### config.mk
export PLATFORM = sky130hd
export DESIGN_NAME = mmx_exec
export DESIGN_NICKNAME = d
export VERILOG_FILES = /design/src/mmx_byte_unit.v /design/src/mmx_cond_eval.v /design/src/mmx_exec.v
export VERILOG_INCLUDE_DIRS = /design/src
export SDC_FILE = /design/constraint.sdc
export NUM_CORES = 2
export LEC_CHECK = 0
export BUFFER_PORTS_ARGS = -buffer_cell sky130_fd_sc_hd__buf_2
export CORE_ASPECT_RATIO = 0.8
export CORE_MARGIN = 4
export CORE_UTILIZATION = 55
export CTS_CLUSTER_SIZE = 28
export DETAILED_ROUTE_END_ITERATION = 7
export PLACE_DENSITY = 0.89
export SLEW_MARGIN = 20
export SYNTH_ARGS = -nofsm -noshare
export SYNTH_HDL_FRONTEND = slang
export SYNTH_SLANG_ARGS = --single-unit
export TNS_END_PERCENT = 50
### constraint.sdc
create_clock -name mclk_i -period 3.9 [get_ports mclk_i]
set_input_delay 0.975 -clock mclk_i [delete_from_list [all_inputs] [get_ports mclk_i]]
set_output_delay 0.975 -clock mclk_i [all_outputs]
set_load 0.1 [all_outputs]
### src/mmx_defines.vh
// shared constants for the move/multiply/reverse/extend/branch execute block
`ifndef MMX_DEFINES_VH
`define MMX_DEFINES_VH
// operation codes
`define MMX_OP_W 5
`define MMX_OP_NONE 5'h00
`define MMX_OP_COPY 5'h01
`define MMX_OP_COPY_FLAGSET 5'h02
`define MMX_OP_COPY_IMM 5'h03
`define MMX_OP_INVERT_COPY 5'h04
`define MMX_OP_MULTIPLY 5'h05
`define MMX_OP_WORD_REV 5'h06
`define MMX_OP_HALFWORD_PAIR_SWAP 5'h07
`define MMX_OP_SIGNED_HALF_SWAP 5'h08
`define MMX_OP_SIGN_EXTEND_BYTE 5'h09
`define MMX_OP_ZERO_EXTEND_BYTE 5'h0A
`define MMX_OP_SIGN_EXTEND_HALF 5'h0B
`define MMX_OP_ZERO_EXTEND_HALF 5'h0C
`define MMX_OP_BIT_TEST 5'h0D
`define MMX_OP_JUMP 5'h0E
`define MMX_OP_COND_JUMP 5'h0F
`define MMX_OP_LINKED_JUMP 5'h10
`define MMX_OP_INDIRECT_JUMP 5'h11
`define MMX_OP_LINKED_INDIRECT_JUMP 5'h12
// register numbers
`define MMX_REG_LINK 4'hE
`define MMX_REG_PC 4'hF
// branch offset limits in bytes
`define MMX_JUMP_MIN (-2048)
`define MMX_JUMP_MAX 2046
`define MMX_COND_MIN (-256)
`define MMX_COND_MAX 254
`define MMX_LINK_MIN (-16777216)
`define MMX_LINK_MAX 16777214
// instruction size added to form the following address
`define MMX_INSTR_BYTES 32'h00000002
`define MMX_LINK_INSTR_BYTES 32'h00000004
// flag reset value {n,z,c,v}
`define MMX_FLAGS_RST 4'h0
// thumb bit reset value
`define MMX_THUMB_RST 1'b1
`endif

### src/mmx_byte_unit.v
// byte reverse and extend result unit
`timescale 1ns/1ps
`include "mmx_defines.vh"
module mmx_byte_unit (
   // operation and operand
   input wire [`MMX_OP_W-1:0] op_i,
   input wire [31:0] src_i,
   // result
   output reg [31:0] res_o,
   output reg hit_o
);
   always @* begin
      hit_o = 1'b1;
      case (op_i)
         `MMX_OP_WORD_REV: res_o = {src_i[7:0], src_i[15:8], src_i[23:16], src_i[31:24]};
         `MMX_OP_HALFWORD_PAIR_SWAP: res_o = {src_i[23:16], src_i[31:24], src_i[7:0], src_i[15:8]};
         `MMX_OP_SIGNED_HALF_SWAP: res_o = {{16{src_i[7]}}, src_i[7:0], src_i[15:8]};
         `MMX_OP_SIGN_EXTEND_BYTE: res_o = {{24{src_i[7]}}, src_i[7:0]};
         `MMX_OP_ZERO_EXTEND_BYTE: res_o = {24'h000000, src_i[7:0]};
         `MMX_OP_SIGN_EXTEND_HALF: res_o = {{16{src_i[15]}}, src_i[15:0]};
         `MMX_OP_ZERO_EXTEND_HALF: res_o = {16'h0000, src_i[15:0]};
         default: begin
            res_o = 32'h00000000;
            hit_o = 1'b0;
         end
      endcase
   end
endmodule // mmx_byte_unit

### src/mmx_cond_eval.v
// condition code evaluation against the current flags
`timescale 1ns/1ps
module mmx_cond_eval (
   // condition and flags
   input wire [3:0] cond_i,
   input wire [3:0] flags_i,
   // outcome
   output reg pass_o
);
   wire n;
   wire z;
   wire c;
   wire v;
   reg base;
   assign n = flags_i[3];
   assign z = flags_i[2];
   assign c = flags_i[1];
   assign v = flags_i[0];
   // pairs of codes share a test; the low bit inverts it, code 4'hF is treated as always
   always @* begin
      case (cond_i[3:1])
         3'h0: base = z;
         3'h1: base = c;
         3'h2: base = n;
         3'h3: base = v;
         3'h4: base = c & ~z;
         3'h5: base = (n == v);
         3'h6: base = ~z & (n == v);
         default: base = 1'b1;
      endcase
      if (cond_i[0] && cond_i != 4'hF) begin
         pass_o = ~base;
      end else begin
         pass_o = base;
      end
   end
endmodule // mmx_cond_eval

### src/mmx_exec.v
// execute stage for move, multiply, byte reverse, extend, bit test and branch operations
`timescale 1ns/1ps
`include "mmx_defines.vh"
module mmx_exec (
   // clock and reset
   input wire mclk_i,
   input wire rst_i,
   // decoded operation
   input wire issue_i,
   input wire [`MMX_OP_W-1:0] op_i,
   input wire [3:0] dest_reg_i,
   input wire [31:0] first_src_reg_i,
   input wire [31:0] second_src_reg_i,
   input wire [7:0] imm8_i,
   input wire [3:0] cond_i,
   input wire [31:0] offset_i,
   input wire [31:0] pc_i,
   // register file write
   output reg wr_en_o,
   output reg [3:0] wr_reg_o,
   output reg [31:0] wr_data_o,
   // link register write
   output reg link_wr_o,
   output reg [31:0] link_register_o,
   // branch
   output reg branch_o,
   output reg [31:0] branch_target_o,
   // status
   output reg [3:0] flags_o,
   output reg thumb_o,
   output reg hard_fault_exception_o,
   output reg offset_error_o
);
   // registered state behind the outputs
   reg [3:0] flags_ff;
   reg thumb_ff;
   reg wr_en_ff;
   reg [3:0] wr_reg_ff;
   reg [31:0] wr_data_ff;
   reg link_wr_ff;
   reg [31:0] link_ff;
   reg branch_ff;
   reg [31:0] target_ff;
   reg fault_ff;
   reg off_err_ff;
   // next-state values
   reg [3:0] nxt_flags;
   reg nxt_thumb;
   reg nxt_wr_en;
   reg [31:0] nxt_wr_data;
   reg nxt_link_wr;
   reg [31:0] nxt_link;
   reg nxt_branch;
   reg [31:0] nxt_target;
   reg nxt_fault;
   reg nxt_off_err;
   reg set_nz;
   reg [31:0] nz_val;
   wire [31:0] byte_res;
   wire byte_hit;
   wire cond_pass;
   wire [63:0] product;
   wire [31:0] rel_target;
   wire signed [31:0] off_s;
   wire jump_in_range;
   wire cond_in_range;
   wire link_in_range;
   // the low half of the product is the same for signed and unsigned operands
   assign product = first_src_reg_i * second_src_reg_i;
   assign rel_target = pc_i + offset_i;
   assign off_s = offset_i;
   // offsets are halfword aligned; odd offsets are outside the encodable set
   assign jump_in_range = (off_s >= `MMX_JUMP_MIN) && (off_s <= `MMX_JUMP_MAX) && !offset_i[0];
   assign cond_in_range = (off_s >= `MMX_COND_MIN) && (off_s <= `MMX_COND_MAX) && !offset_i[0];
   assign link_in_range = (off_s >= `MMX_LINK_MIN) && (off_s <= `MMX_LINK_MAX) && !offset_i[0];
   // byte reverse and extend results share one unit
   mmx_byte_unit u_byte (
      .op_i(op_i),
      .src_i(second_src_reg_i),
      .res_o(byte_res),
      .hit_o(byte_hit)
   );
   // the condition sees the flags as they stand before this issue updates them
   mmx_cond_eval u_cond (
      .cond_i(cond_i),
      .flags_i(flags_ff),
      .pass_o(cond_pass)
   );
   // register write and flag result of the issued operation
   always @* begin
      nxt_flags = flags_ff;
      nxt_wr_en = 1'b0;
      nxt_wr_data = 32'h00000000;
      set_nz = 1'b0;
      nz_val = 32'h00000000;
      if (issue_i) begin
         case (op_i)
            `MMX_OP_COPY: begin
               // a copy into the program counter is a jump, not a register write
               if (dest_reg_i != `MMX_REG_PC) begin
                  nxt_wr_en = 1'b1;
                  nxt_wr_data = second_src_reg_i;
               end
            end
            `MMX_OP_COPY_FLAGSET: begin
               nxt_wr_en = 1'b1;
               nxt_wr_data = second_src_reg_i;
               set_nz = 1'b1;
               nz_val = second_src_reg_i;
            end
            `MMX_OP_COPY_IMM: begin
               nxt_wr_en = 1'b1;
               nxt_wr_data = {24'h000000, imm8_i};
               set_nz = 1'b1;
               nz_val = {24'h000000, imm8_i};
            end
            `MMX_OP_INVERT_COPY: begin
               nxt_wr_en = 1'b1;
               nxt_wr_data = ~second_src_reg_i;
               set_nz = 1'b1;
               nz_val = ~second_src_reg_i;
            end
            `MMX_OP_MULTIPLY: begin
               // destination is taken as given; software keeps it equal to the second source
               nxt_wr_en = 1'b1;
               nxt_wr_data = product[31:0];
               set_nz = 1'b1;
               nz_val = product[31:0];
            end
            `MMX_OP_BIT_TEST: begin
               set_nz = 1'b1;
               nz_val = first_src_reg_i & second_src_reg_i;
            end
            default: begin
               if (byte_hit) begin
                  nxt_wr_en = 1'b1;
                  nxt_wr_data = byte_res;
               end
            end
         endcase
         // c and v are never produced here, so they always carry over
         if (set_nz) begin
            nxt_flags = {nz_val[31], (nz_val == 32'h00000000), flags_ff[1:0]};
         end
      end
   end
   // control flow: jumps, link writes, thumb bit and faults
   always @* begin
      nxt_thumb = thumb_ff;
      nxt_link_wr = 1'b0;
      nxt_link = link_ff;
      nxt_branch = 1'b0;
      nxt_target = target_ff;
      nxt_fault = 1'b0;
      nxt_off_err = 1'b0;
      if (issue_i) begin
         case (op_i)
            `MMX_OP_COPY: begin
               // the thumb bit is left as it is on a copy into the program counter
               if (dest_reg_i == `MMX_REG_PC) begin
                  nxt_branch = 1'b1;
                  nxt_target = {second_src_reg_i[31:1], 1'b0};
               end
            end
            `MMX_OP_JUMP: begin
               if (jump_in_range) begin
                  nxt_branch = 1'b1;
                  nxt_target = rel_target;
               end else begin
                  nxt_off_err = 1'b1;
               end
            end
            `MMX_OP_COND_JUMP: begin
               if (!cond_in_range) begin
                  nxt_off_err = 1'b1;
               end else if (cond_pass) begin
                  nxt_branch = 1'b1;
                  nxt_target = rel_target;
               end
            end
            `MMX_OP_LINKED_JUMP: begin
               if (link_in_range) begin
                  nxt_branch = 1'b1;
                  nxt_target = rel_target;
                  nxt_link_wr = 1'b1;
                  // the linked form is a two-halfword instruction
                  nxt_link = (pc_i + `MMX_LINK_INSTR_BYTES) | 32'h00000001;
               end else begin
                  nxt_off_err = 1'b1;
               end
            end
            `MMX_OP_INDIRECT_JUMP, `MMX_OP_LINKED_INDIRECT_JUMP: begin
               nxt_thumb = second_src_reg_i[0];
               if (!second_src_reg_i[0]) begin
                  // no branch or link write on a faulting target
                  nxt_fault = 1'b1;
               end else begin
                  nxt_branch = 1'b1;
                  nxt_target = {second_src_reg_i[31:1], 1'b0};
                  if (op_i == `MMX_OP_LINKED_INDIRECT_JUMP) begin
                     nxt_link_wr = 1'b1;
                     nxt_link = (pc_i + `MMX_INSTR_BYTES) | 32'h00000001;
                  end
               end
            end
            default: begin
               // all other operations leave the control flow alone
            end
         endcase
      end
   end
   // condition flags and thumb bit
   always @(posedge mclk_i or posedge rst_i) begin
      if (rst_i) begin
         flags_ff <= `MMX_FLAGS_RST;
         thumb_ff <= `MMX_THUMB_RST;
      end else begin
         flags_ff <= nxt_flags;
         thumb_ff <= nxt_thumb;
      end
   end
   // register write port; the destination number is sampled every cycle
   always @(posedge mclk_i or posedge rst_i) begin
      if (rst_i) begin
         wr_en_ff <= 1'b0;
         wr_reg_ff <= 4'h0;
         wr_data_ff <= 32'h00000000;
      end else begin
         wr_en_ff <= nxt_wr_en;
         wr_reg_ff <= dest_reg_i;
         wr_data_ff <= nxt_wr_data;
      end
   end
   // link write pulse; the value holds after the pulse
   always @(posedge mclk_i or posedge rst_i) begin
      if (rst_i) begin
         link_wr_ff <= 1'b0;
         link_ff <= 32'h00000000;
      end else begin
         link_wr_ff <= nxt_link_wr;
         link_ff <= nxt_link;
      end
   end
   // jump pulse; the target holds after the pulse
   always @(posedge mclk_i or posedge rst_i) begin
      if (rst_i) begin
         branch_ff <= 1'b0;
         target_ff <= 32'h00000000;
      end else begin
         branch_ff <= nxt_branch;
         target_ff <= nxt_target;
      end
   end
   // one-cycle exception pulses
   always @(posedge mclk_i or posedge rst_i) begin
      if (rst_i) begin
         fault_ff <= 1'b0;
         off_err_ff <= 1'b0;
      end else begin
         fault_ff <= nxt_fault;
         off_err_ff <= nxt_off_err;
      end
   end
   // outputs mirror the flops so every port is registered
   always @* begin
      wr_en_o = wr_en_ff;
      wr_reg_o = wr_reg_ff;
      wr_data_o = wr_data_ff;
      link_wr_o = link_wr_ff;
      link_register_o = link_ff;
      branch_o = branch_ff;
      branch_target_o = target_ff;
      flags_o = flags_ff;
      thumb_o = thumb_ff;
      hard_fault_exception_o = fault_ff;
      offset_error_o = off_err_ff;
   end
endmodule // mmx_exec

==> results.md <==
* Outcome: finished with violations
* Failing checks: design-rule violations, negative setup slack
* Worst reg2reg startpoint: flags_o[2]
* Final core occ at 72.4%
* # DRC at 152
* Die X at 241 µm
* Metal2 WL at 42100 µm
* Worst Min Path Start: link_register_o[31]
* Top cell by count, worst path: fa_1
* Remaining Overflow, GRT at 0
* Routed vias at 25000
* Initial antenna violation count at 15
* Metal-1 WL at 32200 µm
* Crit path capture type: flop
* Drt total wl at 99300 µm
* Clk slew on worst S/H paths at 80 ps
* Detail Route met3 WL at 16300 µm
* Worst R2R End: branch_target_o[25]
* Rel. slew slack at 32.3%
* Post-place instance area at 28800 µm²
* Maximum single-stage delay on the critical path at 580 ps
* Num Clock Sinks at 108
* Die height at 194 µm
* Syn_area_per_cell at 8.48 µm²
* Sequential fraction of the synthesis area at 11.3%
* Worst Slack Setup Final at -4150 ps
* Least-Margin Pin Slew at 1010 ps
* Total track usage at 40.1%
* WHS Endpoint: link_register_o[31]
* Ys Warns at 0
* Drt pass-1 iters at 8
* DP Wirelength at 73200 µm
* Clock Path Buffers at 2
* Ports at 262
* Final Cell Area at 31200 µm²
* WS Path Type: in2reg
* CP arrival at 8340 ps
* Setup slack, reg-to-reg at 1800 ps
* Die area at 46900 µm²
* Hold-fix buffers at CTS at 0
* Maxcap violations at 0
* Worst Setup SP: second_src_reg_i[12]
* Final Setup Violations at 30
* Fmax achieved at 124 MHz
* H-tree depth at 3
* Post-route ant nets at 0
* Post-synthesis cell count at 2818
* Skew final at 8.12 ps
* FF-to-FF path depth at 8
* Num CTS Buffers at 9
* CP max FO at 12
* Worst-Skew Late Latency at 370 ps
* Count of nets after finishing at 4094
* Post-synth EDFFs at 0
* Crit-path slowest cell: fa_1
* Hold Path Class: reg2reg
* TritonCTS clock tree: built
* Syn-to-layout area delta at 30.4%
* Highest metal used: met5
* Synth Cell Area at 23900 µm²
* Synth unique cells at 75
* First-pass GRT wire length at 145000 µm
* Final period utilization at 206%
* GPL Wtd Cong at 1.05
* Core Box Area at 43100 µm²
* PortBufs at 259
* Largest net degree at the start of global routing at 65
* Worst hold stages at 2
* RSZ-0062 raised after global routing: true
* Place WS at -4580 ps
* CTS Root Cell: clkbuf_16
* Worst path required time at 4190 ps
* Synth async-reset ratio at 100%
* Critical Path Start Type: input pin
* Smallest hold slack at 476 ps
* Drt via density at 6.33
* Clock period minus worst slack at 8050 ps
* Synthesis-stage register bit count at 108
* Row count at 68
* Ys flop type: dfrtp_1
* Slew Viols, Final at 0
* Layout cells sized above 1 at 30.2%
* Vias in the first global route at 26000
* Wire length per cell at 25.1 µm
* Hold Fails Final Rpt at 0
* Initial Util at 55.5%
* Detailed router's first-iteration violation count at 3814
==> layout make-up <==
class / count / area [µm²]
clock inverter: 6 / 46.3
tap: 560 / 701
multi-input combinational: 2064 / 20200
inverter: 475 / 1790
fill: 2737 / 11900
antenna: 13 / 32.5
sequential: 108 / 2700
clock buffer: 10 / 239
timing repair buffer: 719 / 5480
==> logic make-up after synthesis <==
logic type / Yosys count / share of synthesized area, %
AND/OR/NAND/NOR: 949 / 19.6
buffers and inverters: 647 / 10.3
adder cells (fa/ha/maj): 565 / 42.4
AO/OA/AOI/OAI: 392 / 10.6
XOR/XNOR: 147 / 5.39
flip-flops: 108 / 11.3
multiplexers: 9 / 0.393
other: 1 / 0.0157
==> synthesized netlist by cell type (all sizes together) (4+ instances only) <==
master | instances | area [µm²]
inv | 475 | 1780
fa | 409 | 8190
nand2 | 402 | 1510
and2 | 286 | 1790
clkbuf | 156 | 586
ha | 156 | 1950
dfrtp | 107 | 2680
a21oi | 105 | 526
o21ai | 102 | 510
xnor2 | 95 | 832
nor2 | 89 | 334
xor2 | 52 | 455
nand3 | 37 | 185
a221oi | 35 | 313
nor3 | 32 | 160
a211oi | 29 | 218
nand4 | 20 | 125
a21o | 17 | 128
buf | 16 | 83.8
nor4 | 15 | 100
nand2b | 11 | 68.8
and3 | 10 | 62.6
o21bai | 10 | 75.1
a31oi | 9 | 56.3
o22ai | 9 | 56.3
o21a | 8 | 60.1
or2 | 8 | 50.1
nor2b | 7 | 43.8
o211ai | 7 | 52.6
a41oi | 6 | 52.6
mux2i | 6 | 60.1
nor3b | 6 | 45.0
a2111oi | 5 | 50.0
a21boi | 5 | 37.5
a221o | 5 | 50.1
a22oi | 5 | 37.5
and4 | 5 | 43.8
or4 | 5 | 37.5
a311oi | 4 | 35.0
nand4b | 4 | 35.0
o31ai | 4 | 30.0
or3 | 4 | 25.0
==> worst max-delay path: cells and delay by family <==
family	cells	cell delay [ps]
fa+ha+maj	9	4180
buf+inv	8	730
simple gates	7	1560
compound gates	5	880
==> sequential cells by signal, summed over array words and instances, names as in the netlist <==
name and count:
branch_target_o 32, link_register_o 32, wr_data_o 32, wr_reg_o 4
flags_o 2, branch_o 1, hard_fault_exception_o 1, link_wr_o 1
offset_error_o 1, thumb_o 1, wr_en_o 1
==> worst max path at each step <==
stage	endpoint	slack, ps	cells after the start
after floorplan	flags_o[2]	-3960	28
after global placement	flags_o[2]	-4430	26
after detailed placement	flags_o[2]	-4580	26
after CTS	flags_o[2]	-3880	26
after global routing	flags_o[2]	-4370	29
final	flags_o[2]	-4150	29
==> stage by stage <==
stage	setup TNS, ps	instances
final	-93690	3955
after CTS	-86480	3921
after global routing	-96600	3948
after global placement	-104400	3876
after floorplan	-80820	2819
after detailed placement	-107530	3876
==> metal layers <==
layer | vias up | GRT usage (%)
li1 | 9966 | -
met1 | 11900 | 49.0
met2 | 2353 | 59.8
met3 | 834 | 17.3
met4 | 6 | 22.1
met5 | - | 0
==> repair_timing <==
item / in CTS / in global routing
setup buffers: 29 / 31
endpoints found under the setup margin: 31 / 34
cloned: 2 / 0
resized for setup: 238 / 120
pin swaps: 88 / 111
==> cell usage in the layout (no fill, tap or decap), types with 28 or more instances in the layout <==
master    netlist  routed
buf_4           3     406
ha_1          156     123
and2_1        285     255
fa_1          409     381
buf_6           1      41
dfrtp_1       107     107
inv_2           0      40
nor2_1         89      81
xnor2_1        95      85
buf_2           4     230
fa_2            0      28
ha_4            0      32
nand2_1       402     392
and2_4          1      31
xor2_1         52      48
a21oi_1       105      88
nand3_1        37      34
o21ai_0       101      91
inv_1         475     434
a221oi_1       34      29
Power is not shown: default switching activity piles up to over one toggle a cycle in this logic, so the estimate is an artifact.
